[src/rtl/nvw_pkg.sv]
// Purpose: constants for the non-volatile word memory host controller
// Assumes: 50 MHz reference clock, 20 ns period
// Notes: all times held in their own unit, cycle counts derived here
package nvw_pkg;
	localparam int CLK_MHZ = 50;
	localparam int ADDR_W = 6;
	localparam int DATA_W = 4;
	// operation codes on the command port
	localparam logic [1:0] OP_READ = 2'h0;
	localparam logic [1:0] OP_WRITE = 2'h1;
	localparam logic [1:0] OP_ERASE = 2'h2;
	localparam logic [1:0] OP_FAST = 2'h3;
	// erased word reads all ones
	localparam logic [3:0] ERASED_WORD = 4'hF;
	// times in their printed units
	localparam int T_ERASE_MS = 10;
	localparam int T_WRITE_MS = 10;
	localparam int T_FAST_ERASE_US = 25;
	localparam int T_SETUP_US = 8; // covers 7.5 us select and address set-up
	localparam int T_STROBE_US = 5;
	localparam int T_OUT_US = 3; // covers 2.5 us output delay
	// derived cycle counts, least times rounded up
	localparam int CYC_ERASE = T_ERASE_MS * 1000 * CLK_MHZ;
	localparam int CYC_WRITE = T_WRITE_MS * 1000 * CLK_MHZ;
	localparam int CYC_FAST = T_FAST_ERASE_US * CLK_MHZ;
	localparam int CYC_SETUP = T_SETUP_US * CLK_MHZ;
	localparam int CYC_STROBE = T_STROBE_US * CLK_MHZ;
	localparam int CYC_OUT = T_OUT_US * CLK_MHZ;
	localparam int CNT_W = 20;
endpackage

[src/rtl/nvw_sync.sv]
// Purpose: three flop synchroniser for data pins with agreement filter
// Assumes: asynchronous pin inputs
// Notes: a change is taken once second and third stages agree
`timescale 1ns/10ps
module nvw_sync (
	input wire logic ref_clk_i,
	input wire logic rstn_i,
	input wire logic [3:0] d_i,
	output logic [3:0] q_o
);
	typedef struct packed {
		logic [3:0] s1;
		logic [3:0] s2;
		logic [3:0] s3;
		logic [3:0] q;
	} nvw_sync_s;
	nvw_sync_s st_r;
	nvw_sync_s st_nxt;
	// first stage only feeds the second
	always_comb begin
		st_nxt = st_r;
		st_nxt.s1 = d_i;
		st_nxt.s2 = st_r.s1;
		st_nxt.s3 = st_r.s2;
		if (st_r.s2 == st_r.s3) begin
			st_nxt.q = st_r.s3;
		end
	end
	always_ff @(posedge ref_clk_i) begin
		if (!rstn_i) begin
			st_r <= '0;
		end else begin
			st_r <= st_nxt;
		end
	end
	assign q_o = st_r.q;
endmodule

[src/rtl/nvw_host.sv]
// Purpose: host sequencer driving a 64x4 non-volatile word memory
// Assumes: 50 MHz clock, memory pins wired directly, data bus three-state
// Notes: one command at a time; long counts are module parameters
// Function
// - erase-only drops direction, raises strobe, ends after 10 ms via selects high
// - after select-ended erase, strobe goes low, then direction goes high
// - pre-erased reprogramming may shorten the erase strobe, never below 25 us
// - pre-erasing words ahead allows faster later updates
`timescale 1ns/10ps
module nvw_host #(
	parameter int CYC_ERASE = nvw_pkg::CYC_ERASE,
	parameter int CYC_WRITE = nvw_pkg::CYC_WRITE
) (
	input wire logic ref_clk_i,
	input wire logic rstn_i,
	input wire logic cmd_valid_i,
	input wire logic [1:0] cmd_op_i,
	input wire logic [5:0] cmd_addr_i,
	input wire logic [3:0] cmd_data_i,
	output logic cmd_ready_o,
	output logic rsp_valid_o,
	output logic [3:0] rsp_data_o,
	output logic select_in_a_n_o,
	output logic select_in_b_n_o,
	output logic direction_line_o,
	output logic strobe_o,
	output logic [5:0] addr_o,
	input wire logic [3:0] data_i,
	output logic [3:0] data_o,
	output logic data_oe_o
);
	typedef enum {
		S_IDLE, S_SETUP, S_RD_STB, S_RD_OUT, S_EW_FALL, S_EW_ERASE, S_EW_WRITE,
		S_EO_ERASE, S_EO_DESEL, S_EO_DIR
	} nvw_state_e;
	typedef struct packed {
		nvw_state_e st;
		logic [1:0] op;
		logic [19:0] cnt;
		logic sel_n;
		logic dir;
		logic stb;
		logic [5:0] addr;
		logic [3:0] wdata;
		logic oe;
		logic rsp;
		logic [3:0] rdata;
		logic [19:0] run; // cycles the direction and strobe levels have held
	} nvw_host_s;
	nvw_host_s st_r;
	nvw_host_s st_nxt;
	logic [3:0] din_sync;
	logic cnt_done;

	nvw_sync u_sync (
		.ref_clk_i(ref_clk_i),
		.rstn_i(rstn_i),
		.d_i(data_i),
		.q_o(din_sync)
	);

	// counter loader shared by every timed phase
	function automatic logic [19:0] cyc(input int n);
		cyc = 20'(n - 1);
	endfunction

	assign cnt_done = (st_r.cnt == 20'h00000);

	// sequencer: one timed phase per state, count down to zero
	always_comb begin
		st_nxt = st_r;
		st_nxt.rsp = 1'b0;
		if (!cnt_done) begin
			st_nxt.cnt = st_r.cnt - 20'h00001;
		end
		unique case (st_r.st)
			S_IDLE: begin
				// standby: direction high, strobe low; selects low after read or write, high after reset or erase-only
				if (cmd_valid_i) begin
					st_nxt.op = cmd_op_i;
					st_nxt.addr = cmd_addr_i;
					st_nxt.wdata = cmd_data_i;
					st_nxt.sel_n = 1'b0;
					st_nxt.cnt = cyc(nvw_pkg::CYC_SETUP);
					st_nxt.st = S_SETUP;
				end
			end
			S_SETUP: begin
				if (cnt_done) begin
					if (st_r.op == nvw_pkg::OP_READ) begin
						st_nxt.stb = 1'b1; // rising strobe latches word
						st_nxt.cnt = cyc(nvw_pkg::CYC_STROBE);
						st_nxt.st = S_RD_STB;
					end else begin
						st_nxt.dir = 1'b0; // falling direction starts cycle
						st_nxt.cnt = cyc(nvw_pkg::CYC_SETUP);
						st_nxt.st = S_EW_FALL;
					end
				end
			end
			S_RD_STB: begin
				if (cnt_done) begin
					st_nxt.stb = 1'b0; // word appears after strobe falls
					st_nxt.cnt = cyc(nvw_pkg::CYC_OUT + 3);
					st_nxt.st = S_RD_OUT;
				end
			end
			S_RD_OUT: begin
				if (cnt_done) begin
					st_nxt.rdata = din_sync;
					st_nxt.rsp = 1'b1;
					st_nxt.st = S_IDLE; // memory keeps driving word
				end
			end
			S_EW_FALL: begin
				if (cnt_done) begin
					st_nxt.stb = 1'b1; // strobe high erases
					if (st_r.op == nvw_pkg::OP_FAST) begin
						st_nxt.cnt = cyc(nvw_pkg::CYC_FAST); // never below 25 us
					end else begin
						st_nxt.cnt = cyc(CYC_ERASE);
					end
					if (st_r.op == nvw_pkg::OP_ERASE) begin
						st_nxt.st = S_EO_ERASE;
					end else begin
						st_nxt.oe = 1'b1; // drive write data during erase for set-up
						st_nxt.st = S_EW_ERASE;
					end
				end
			end
			S_EW_ERASE: begin
				if (cnt_done) begin
					st_nxt.stb = 1'b0; // falling strobe latches bus data
					st_nxt.cnt = cyc(CYC_WRITE);
					st_nxt.st = S_EW_WRITE;
				end
			end
			S_EW_WRITE: begin
				if (cnt_done) begin
					st_nxt.dir = 1'b1; // rising direction ends write
					st_nxt.oe = 1'b0;
					st_nxt.rdata = st_r.wdata;
					st_nxt.rsp = 1'b1;
					st_nxt.st = S_IDLE;
				end
			end
			S_EO_ERASE: begin
				if (cnt_done) begin
					st_nxt.sel_n = 1'b1; // selects high end erase
					st_nxt.cnt = cyc(nvw_pkg::CYC_STROBE);
					st_nxt.st = S_EO_DESEL;
				end
			end
			S_EO_DESEL: begin
				if (cnt_done) begin
					st_nxt.stb = 1'b0; // strobe low first
					st_nxt.cnt = cyc(nvw_pkg::CYC_STROBE);
					st_nxt.st = S_EO_DIR;
				end
			end
			S_EO_DIR: begin
				if (cnt_done) begin
					st_nxt.dir = 1'b1; // direction high afterwards
					st_nxt.rdata = nvw_pkg::ERASED_WORD; // erased word is all ones
					st_nxt.rsp = 1'b1;
					st_nxt.st = S_IDLE;
				end
			end
		endcase
		// run length of pin levels, saturating so a long idle cannot wrap into a false pass
		if (st_nxt.stb != st_r.stb || st_nxt.dir != st_r.dir) begin
			st_nxt.run = 20'h00000;
		end else if (st_r.run != 20'hFFFFF) begin
			st_nxt.run = st_r.run + 20'h00001;
		end
	end

	// state register, standby pin levels after reset
	always_ff @(posedge ref_clk_i) begin
		if (!rstn_i) begin
			st_r <= '{st: S_IDLE, op: 2'h0, cnt: 20'h00000, sel_n: 1'b1, dir: 1'b1,
				stb: 1'b0, addr: 6'h00, wdata: 4'h0, oe: 1'b0, rsp: 1'b0, rdata: 4'h0,
				run: 20'h00000};
		end else begin
			st_r <= st_nxt;
		end
	end

	assign cmd_ready_o = (st_r.st == S_IDLE);
	assign rsp_valid_o = st_r.rsp;
	assign rsp_data_o = st_r.rdata;
	assign select_in_a_n_o = st_r.sel_n;
	assign select_in_b_n_o = st_r.sel_n;
	assign direction_line_o = st_r.dir;
	assign strobe_o = st_r.stb;
	assign addr_o = st_r.addr;
	assign data_o = st_r.wdata;
	assign data_oe_o = st_r.oe;

	// erase-only: selects rise before strobe falls, strobe falls before direction
	a_eo_order: assert property (@(posedge ref_clk_i) disable iff (!rstn_i)
		$fell(strobe_o) && st_r.op == nvw_pkg::OP_ERASE |-> select_in_a_n_o && !direction_line_o)
		else $error("erase-only strobe fell in wrong order");
	a_dir_ends: assert property (@(posedge ref_clk_i) disable iff (!rstn_i)
		$rose(direction_line_o) && st_r.op == nvw_pkg::OP_ERASE |-> select_in_a_n_o && !strobe_o)
		else $error("erase-only direction rose too early");
	a_fast_min: assert property (@(posedge ref_clk_i) disable iff (!rstn_i)
		$fell(strobe_o) && st_r.op == nvw_pkg::OP_FAST
		|-> $past(st_r.run) >= 20'(nvw_pkg::CYC_FAST - 1))
		else $error("fast erase strobe too short");
	a_erase_min: assert property (@(posedge ref_clk_i) disable iff (!rstn_i)
		$fell(strobe_o) && st_r.op == nvw_pkg::OP_WRITE
		|-> $past(st_r.run) >= 20'(CYC_ERASE - 1))
		else $error("erase strobe too short");
	a_eo_time: assert property (@(posedge ref_clk_i) disable iff (!rstn_i)
		$rose(select_in_a_n_o) && st_r.op == nvw_pkg::OP_ERASE
		|-> $past(st_r.run) >= 20'(CYC_ERASE - 1))
		else $error("erase-only ended too early");
	a_read_dir: assert property (@(posedge ref_clk_i) disable iff (!rstn_i)
		$rose(strobe_o) && st_r.op == nvw_pkg::OP_READ |-> direction_line_o && !select_in_a_n_o)
		else $error("read strobe without direction high");
	a_no_drive_rd: assert property (@(posedge ref_clk_i) disable iff (!rstn_i)
		data_oe_o |-> !direction_line_o && !select_in_b_n_o)
		else $error("bus driven outside write phase");
	a_strobe_dir: assert property (@(posedge ref_clk_i) disable iff (!rstn_i)
		$rose(direction_line_o) |-> !strobe_o)
		else $error("direction rose with strobe high");
	a_erase_model: assert property (@(posedge ref_clk_i) disable iff (!rstn_i)
		rsp_valid_o && st_r.op == nvw_pkg::OP_ERASE |-> rsp_data_o == 4'hF)
		else $error("erase-only answer not all ones");
	a_standby: assert property (@(posedge ref_clk_i) disable iff (!rstn_i)
		cmd_ready_o |-> direction_line_o && !strobe_o && !data_oe_o)
		else $error("idle pins not at standby");
	a_sel_pair: assert property (@(posedge ref_clk_i) disable iff (!rstn_i)
		select_in_a_n_o == select_in_b_n_o)
		else $error("selects differ");
	a_write_wait: assert property (@(posedge ref_clk_i) disable iff (!rstn_i)
		$rose(direction_line_o) && st_r.op[0] && !select_in_a_n_o
		|-> $past(st_r.run) >= 20'(CYC_WRITE - 1))
		else $error("write phase too short");
	c_read: cover property (@(posedge ref_clk_i) rsp_valid_o && st_r.op == nvw_pkg::OP_READ);
	c_write: cover property (@(posedge ref_clk_i) rsp_valid_o && st_r.op == nvw_pkg::OP_WRITE);
	c_erase: cover property (@(posedge ref_clk_i) rsp_valid_o && st_r.op == nvw_pkg::OP_ERASE);
	c_fast: cover property (@(posedge ref_clk_i) rsp_valid_o && st_r.op == nvw_pkg::OP_FAST);
endmodule

[config.mk]
export PLATFORM = sky130hd
export DESIGN_NAME = nvw_host
export DESIGN_NICKNAME = d
export VERILOG_FILES = /design/src/rtl/nvw_pkg.sv /design/src/rtl/nvw_sync.sv /design/src/rtl/nvw_host.sv
export SDC_FILE = /design/constraint.sdc
export NUM_CORES = 1
export LEC_CHECK = 0
export BUFFER_PORTS_ARGS = -buffer_cell sky130_fd_sc_hd__clkbuf_2
export CORE_ASPECT_RATIO = 1.25
export CORE_MARGIN = 1.5
export CORE_UTILIZATION = 35
export DETAILED_ROUTE_END_ITERATION = 12
export GPL_TIMING_DRIVEN = 0
export PLACE_DENSITY = 0.53
export SLEW_MARGIN = 5
export SYNTH_ARGS = -nofsm -noshare
export SYNTH_HDL_FRONTEND = slang
export SYNTH_SLANG_ARGS = --single-unit
[constraint.sdc]
create_clock -name ref_clk_i -period 2.5 [get_ports ref_clk_i]
set_clock_uncertainty 0.15 [all_clocks]
set_input_delay 0.125 -clock ref_clk_i [delete_from_list [all_inputs] [get_ports ref_clk_i]]
set_output_delay 0.125 -clock ref_clk_i [all_outputs]
set_load 0.03 [all_outputs]
==> impl_metrics.py <==
metrics = {
    "run_status": {
        "outcome": "complete, no violations",
    },
    "logic_synthesis": {
        "synth_simple_gate_area_frac": 0.258,
        "synth-edff-count": 0,
        "synthXorXnorAreaFrac": 0.0350,
        "ys.flop_type": "dfxtp_1",
        "ys.warnings.count": 0,
        "synth_mux_area_frac": 0.0250,
        "synthCells": 389,
        "synth_compound_area_frac": 0.217,
        "yosysUniqueCellTypes": 69,
        "syn_area_per_cell_um2": 8.37,
        "synth_top_family_by_area": "simple AND/OR/NAND/NOR gates",
        "async_flop_share": 0,
        "seq_area_frac_synth": 0.375,
        "synth_adder_area_share": 0.0154,
        "synth_nets": 412,
        "ys_seq_elements": 61,
        "syn_area_mm2": 0.00326,
    },
    "layout": {
        "finalNetCount": 491,
        "diodes": 0,
        "final_cell_mix": "dfxtp_1, clkbuf_2, nand2_1",
        "area_growth_pct": 31.5,
        "drive_above_1_share": 0.252,
        "final_common_cell": "dfxtp_1",
        "post-route-util": 0.472,
    },
    "power_and_ir_drop": {
        "leakagePower_nw": 1.70,
        "p_per_area_mw_per_mm2": 1310,
        "p_total_mw": 5.61,
        "ir_worst_vdd_mv": 0.537,
    },
    "clocking": {
        "clock_latency_ps": 330,
        "clockBufferDepth": 2,
        "htree_num_levels": 3,
        "clkTransAtPathRegs_ps": 50,
        "cts_tree": "yes",
        "cts_buffers": 9,
        "root_buffer": "clkbuf_16",
        "clkSinkCount": 61,
    },
    "detailed_routing": {
        "postRouteAntennaNets": 0,
        "drt_first_iter_violations": 292,
        "first_pass_iters": 5,
        "drcViolationCount": 0,
        "wl_per_cell_um": 16.2,
        "finalWirelength_um": 9670,
        "viasPerCell": 5.40,
        "routed-via-count": 3219,
    },
    "timing": {
        "slew_violations": 0,
        "max_freq_mhz": 404,
        "min_period_ps": 2470,
        "slew_headroom": 0.460,
        "fin_crit_sh": 0.989,
        "grt_setup_unrepaired": "yes",
        "worst_pin_slew_ps": 804,
        "finalHoldViolCount": 0,
        "setup_violations": 0,
    },
    "setup_path": {
        "cp-endpoint": "st_r[57]",
        "end_kind": "flip-flop",
        "reg2reg_to": "st_r[57]",
        "r2r-start": "st_r[62]",
        "crit_start": "st_r[62]",
        "required_ps": 2550,
        "critPathArrivalTime_ps": 2520,
        "path_max_fanout": 6,
        "ff2ff_setup_slack_ps": 30,
        "worst_setup_path_start_kind": "flip-flop",
        "crit_type": "reg2reg",
        "r2r_cells": 6,
    },
    "die": {
        "rows": 39,
        "fp.dieArea_mm2": 0.00989,
        "start_util": 0.359,
        "core-area_mm2": 0.00908,
        "io_pins": 40,
        "die_h_um": 111,
        "die_x_um": 89.3,
    },
    "global_route": {
        "grt_max_degree": 20,
        "grt_pass1_wl_um": 15500,
        "antenna_found_initial": 0,
        "grt_pass1_vias": 3097,
        "grt_overflow": 0,
        "grt_usage": 0.206,
    },
    "min_path": {
        "hold_path_class": "in2reg",
        "min_path_cells": 3,
    },
    "place": {
        "port_buffers": 38,
        "place_congestion": 0.932,
        "dpl.hpwl_um": 6610,
    },
    "job": {
        "drv_cap": 0,
    },
}
==> sequential cells by signal, summed over array words and instances (netlist names) <==
name	flops
st_r	26
u_sync.st_nxt	8
addr_o	6
data_o	4
rsp_data_o	4
u_sync.q_o	4
u_sync.st_r	4
data_oe_o	1
direction_line_o	1
rsp_valid_o	1
select_in_a_n_o	1
strobe_o	1
==> report_power, final <==
part	internal, mW	leakage [nW]	switching, mW
clock network	0.824	0.148	0.450
registers	1.19	0.500	0.234
logic	1.16	1.05	1.75
==> through the flow <==
step / hold WS, ps / TNS, ps / std cells / setup WS (ps) / instance area [µm²]
after floorplan: 102 / 0 / 389 / 27.0 / 3260
final: 66.7 / 0 / 596 / 26.8 / 4280
after global routing: 84.7 / -228 / 596 / -51.0 / 4280
after CTS: 84.2 / 0 / 587 / 1.24 / 4130
after detailed placement: 186 / -747 / 550 / -529 / 3600
after global placement: 184 / -820 / 550 / -536 / 3600
==> synthesized netlist by cell type (2+ instances only) <==
cell type  number  area (µm²)
o22a_1          2        17.5
o31ai_1         3        22.5
buf_4          15         113
a221oi_1        4        35.0
o211ai_1        5        37.5
nor3_1         15        75.1
o311a_1         2        20.0
nor4b_1         2        17.5
o21ai_0        22         110
nand2_1        37         139
buf_2           8        40.0
xor2_1          5        43.8
mux2i_1         7        70.1
inv_1           4        15.0
and4_1          3        26.3
a21boi_0        2        15.0
a21oi_1        26         130
o311ai_0        2        17.5
and2_1         12        75.1
a211oi_1        6        45.0
ha_1            4        50.1
or2_2           4        25.0
nor2b_1         5        31.3
nor2_1         29         109
a2111oi_0       2        17.5
nor3b_1         2        15.0
o31a_1          2        17.5
nor4_2          2        25.0
or4_1           2        15.0
nor4_1          5        31.3
o21a_1          4        30.0
nand3b_1        2        15.0
dfxtp_1        61        1220
a31oi_1         3        18.8
a211o_1         3        26.3
nand2b_1        3        18.8
or3_1           3        18.8
xnor2_1         8        70.1
clkbuf_1       18        67.6
a311oi_1        4        35.0
nand4_1         3        18.8
nand3_1        11        55.1
==> cell families after synthesis <==
kind of cell,count (synthesis)
flops,61
fa+ha+maj,4
xor+xnor,13
mux,8
buf+inv,47
simple gates,152
compound gates,104
==> worst max-delay path, stage by stage (launching register included) <==
cell and delay [ps]:
dfxtp_1 350, nor4_2 740, and2_0 220, clkbuf_1 300
a21oi_1 100, o21ai_0 390, a311oi_1 80
==> per-layer routing <==
metal / wire [µm] / vias to the layer above / track usage / part of all wire
li1: - / 1561 / - / -
met1: 4110 / 1527 / 0.252 / 0.42
met2: 4850 / 110 / 0.337 / 0.50
met3: 445 / 21 / 0.0328 / 0.046
met4: 272 / 0 / 0.114 / 0.028
met5: 0 / - / 0 / 0
==> worst min-delay path by stage <==
stage	start	endpoint
floorplan	data_i[2]	u_sync.st_nxt[10]
global placement	data_i[1]	u_sync.st_nxt[9]
detailed placement	data_i[0]	u_sync.st_nxt[8]
CTS	cmd_valid_i	st_r[39]
global route	cmd_valid_i	st_r[39]
finish	cmd_valid_i	st_r[39]
==> repair_timing <==
item,CTS,global route
endpoints found under the setup margin,14,12
pin swaps,3,5
hold buffers,16,0
setup buffers,6,9
hold endpoints to repair,16,0
gates resized for setup,5,25
==> final cells by class <==
type	instances	area [µm²]
clock inverter	5	58.8
fill	919	4800
buffer	40	215
inverter	6	35.0
timing repair buffer	69	467
multi-input combinational	281	1870
sequential	61	1230
clock buffer	11	253
tap	123	154
No activity file was read; power rests on OpenSTA's default activity.
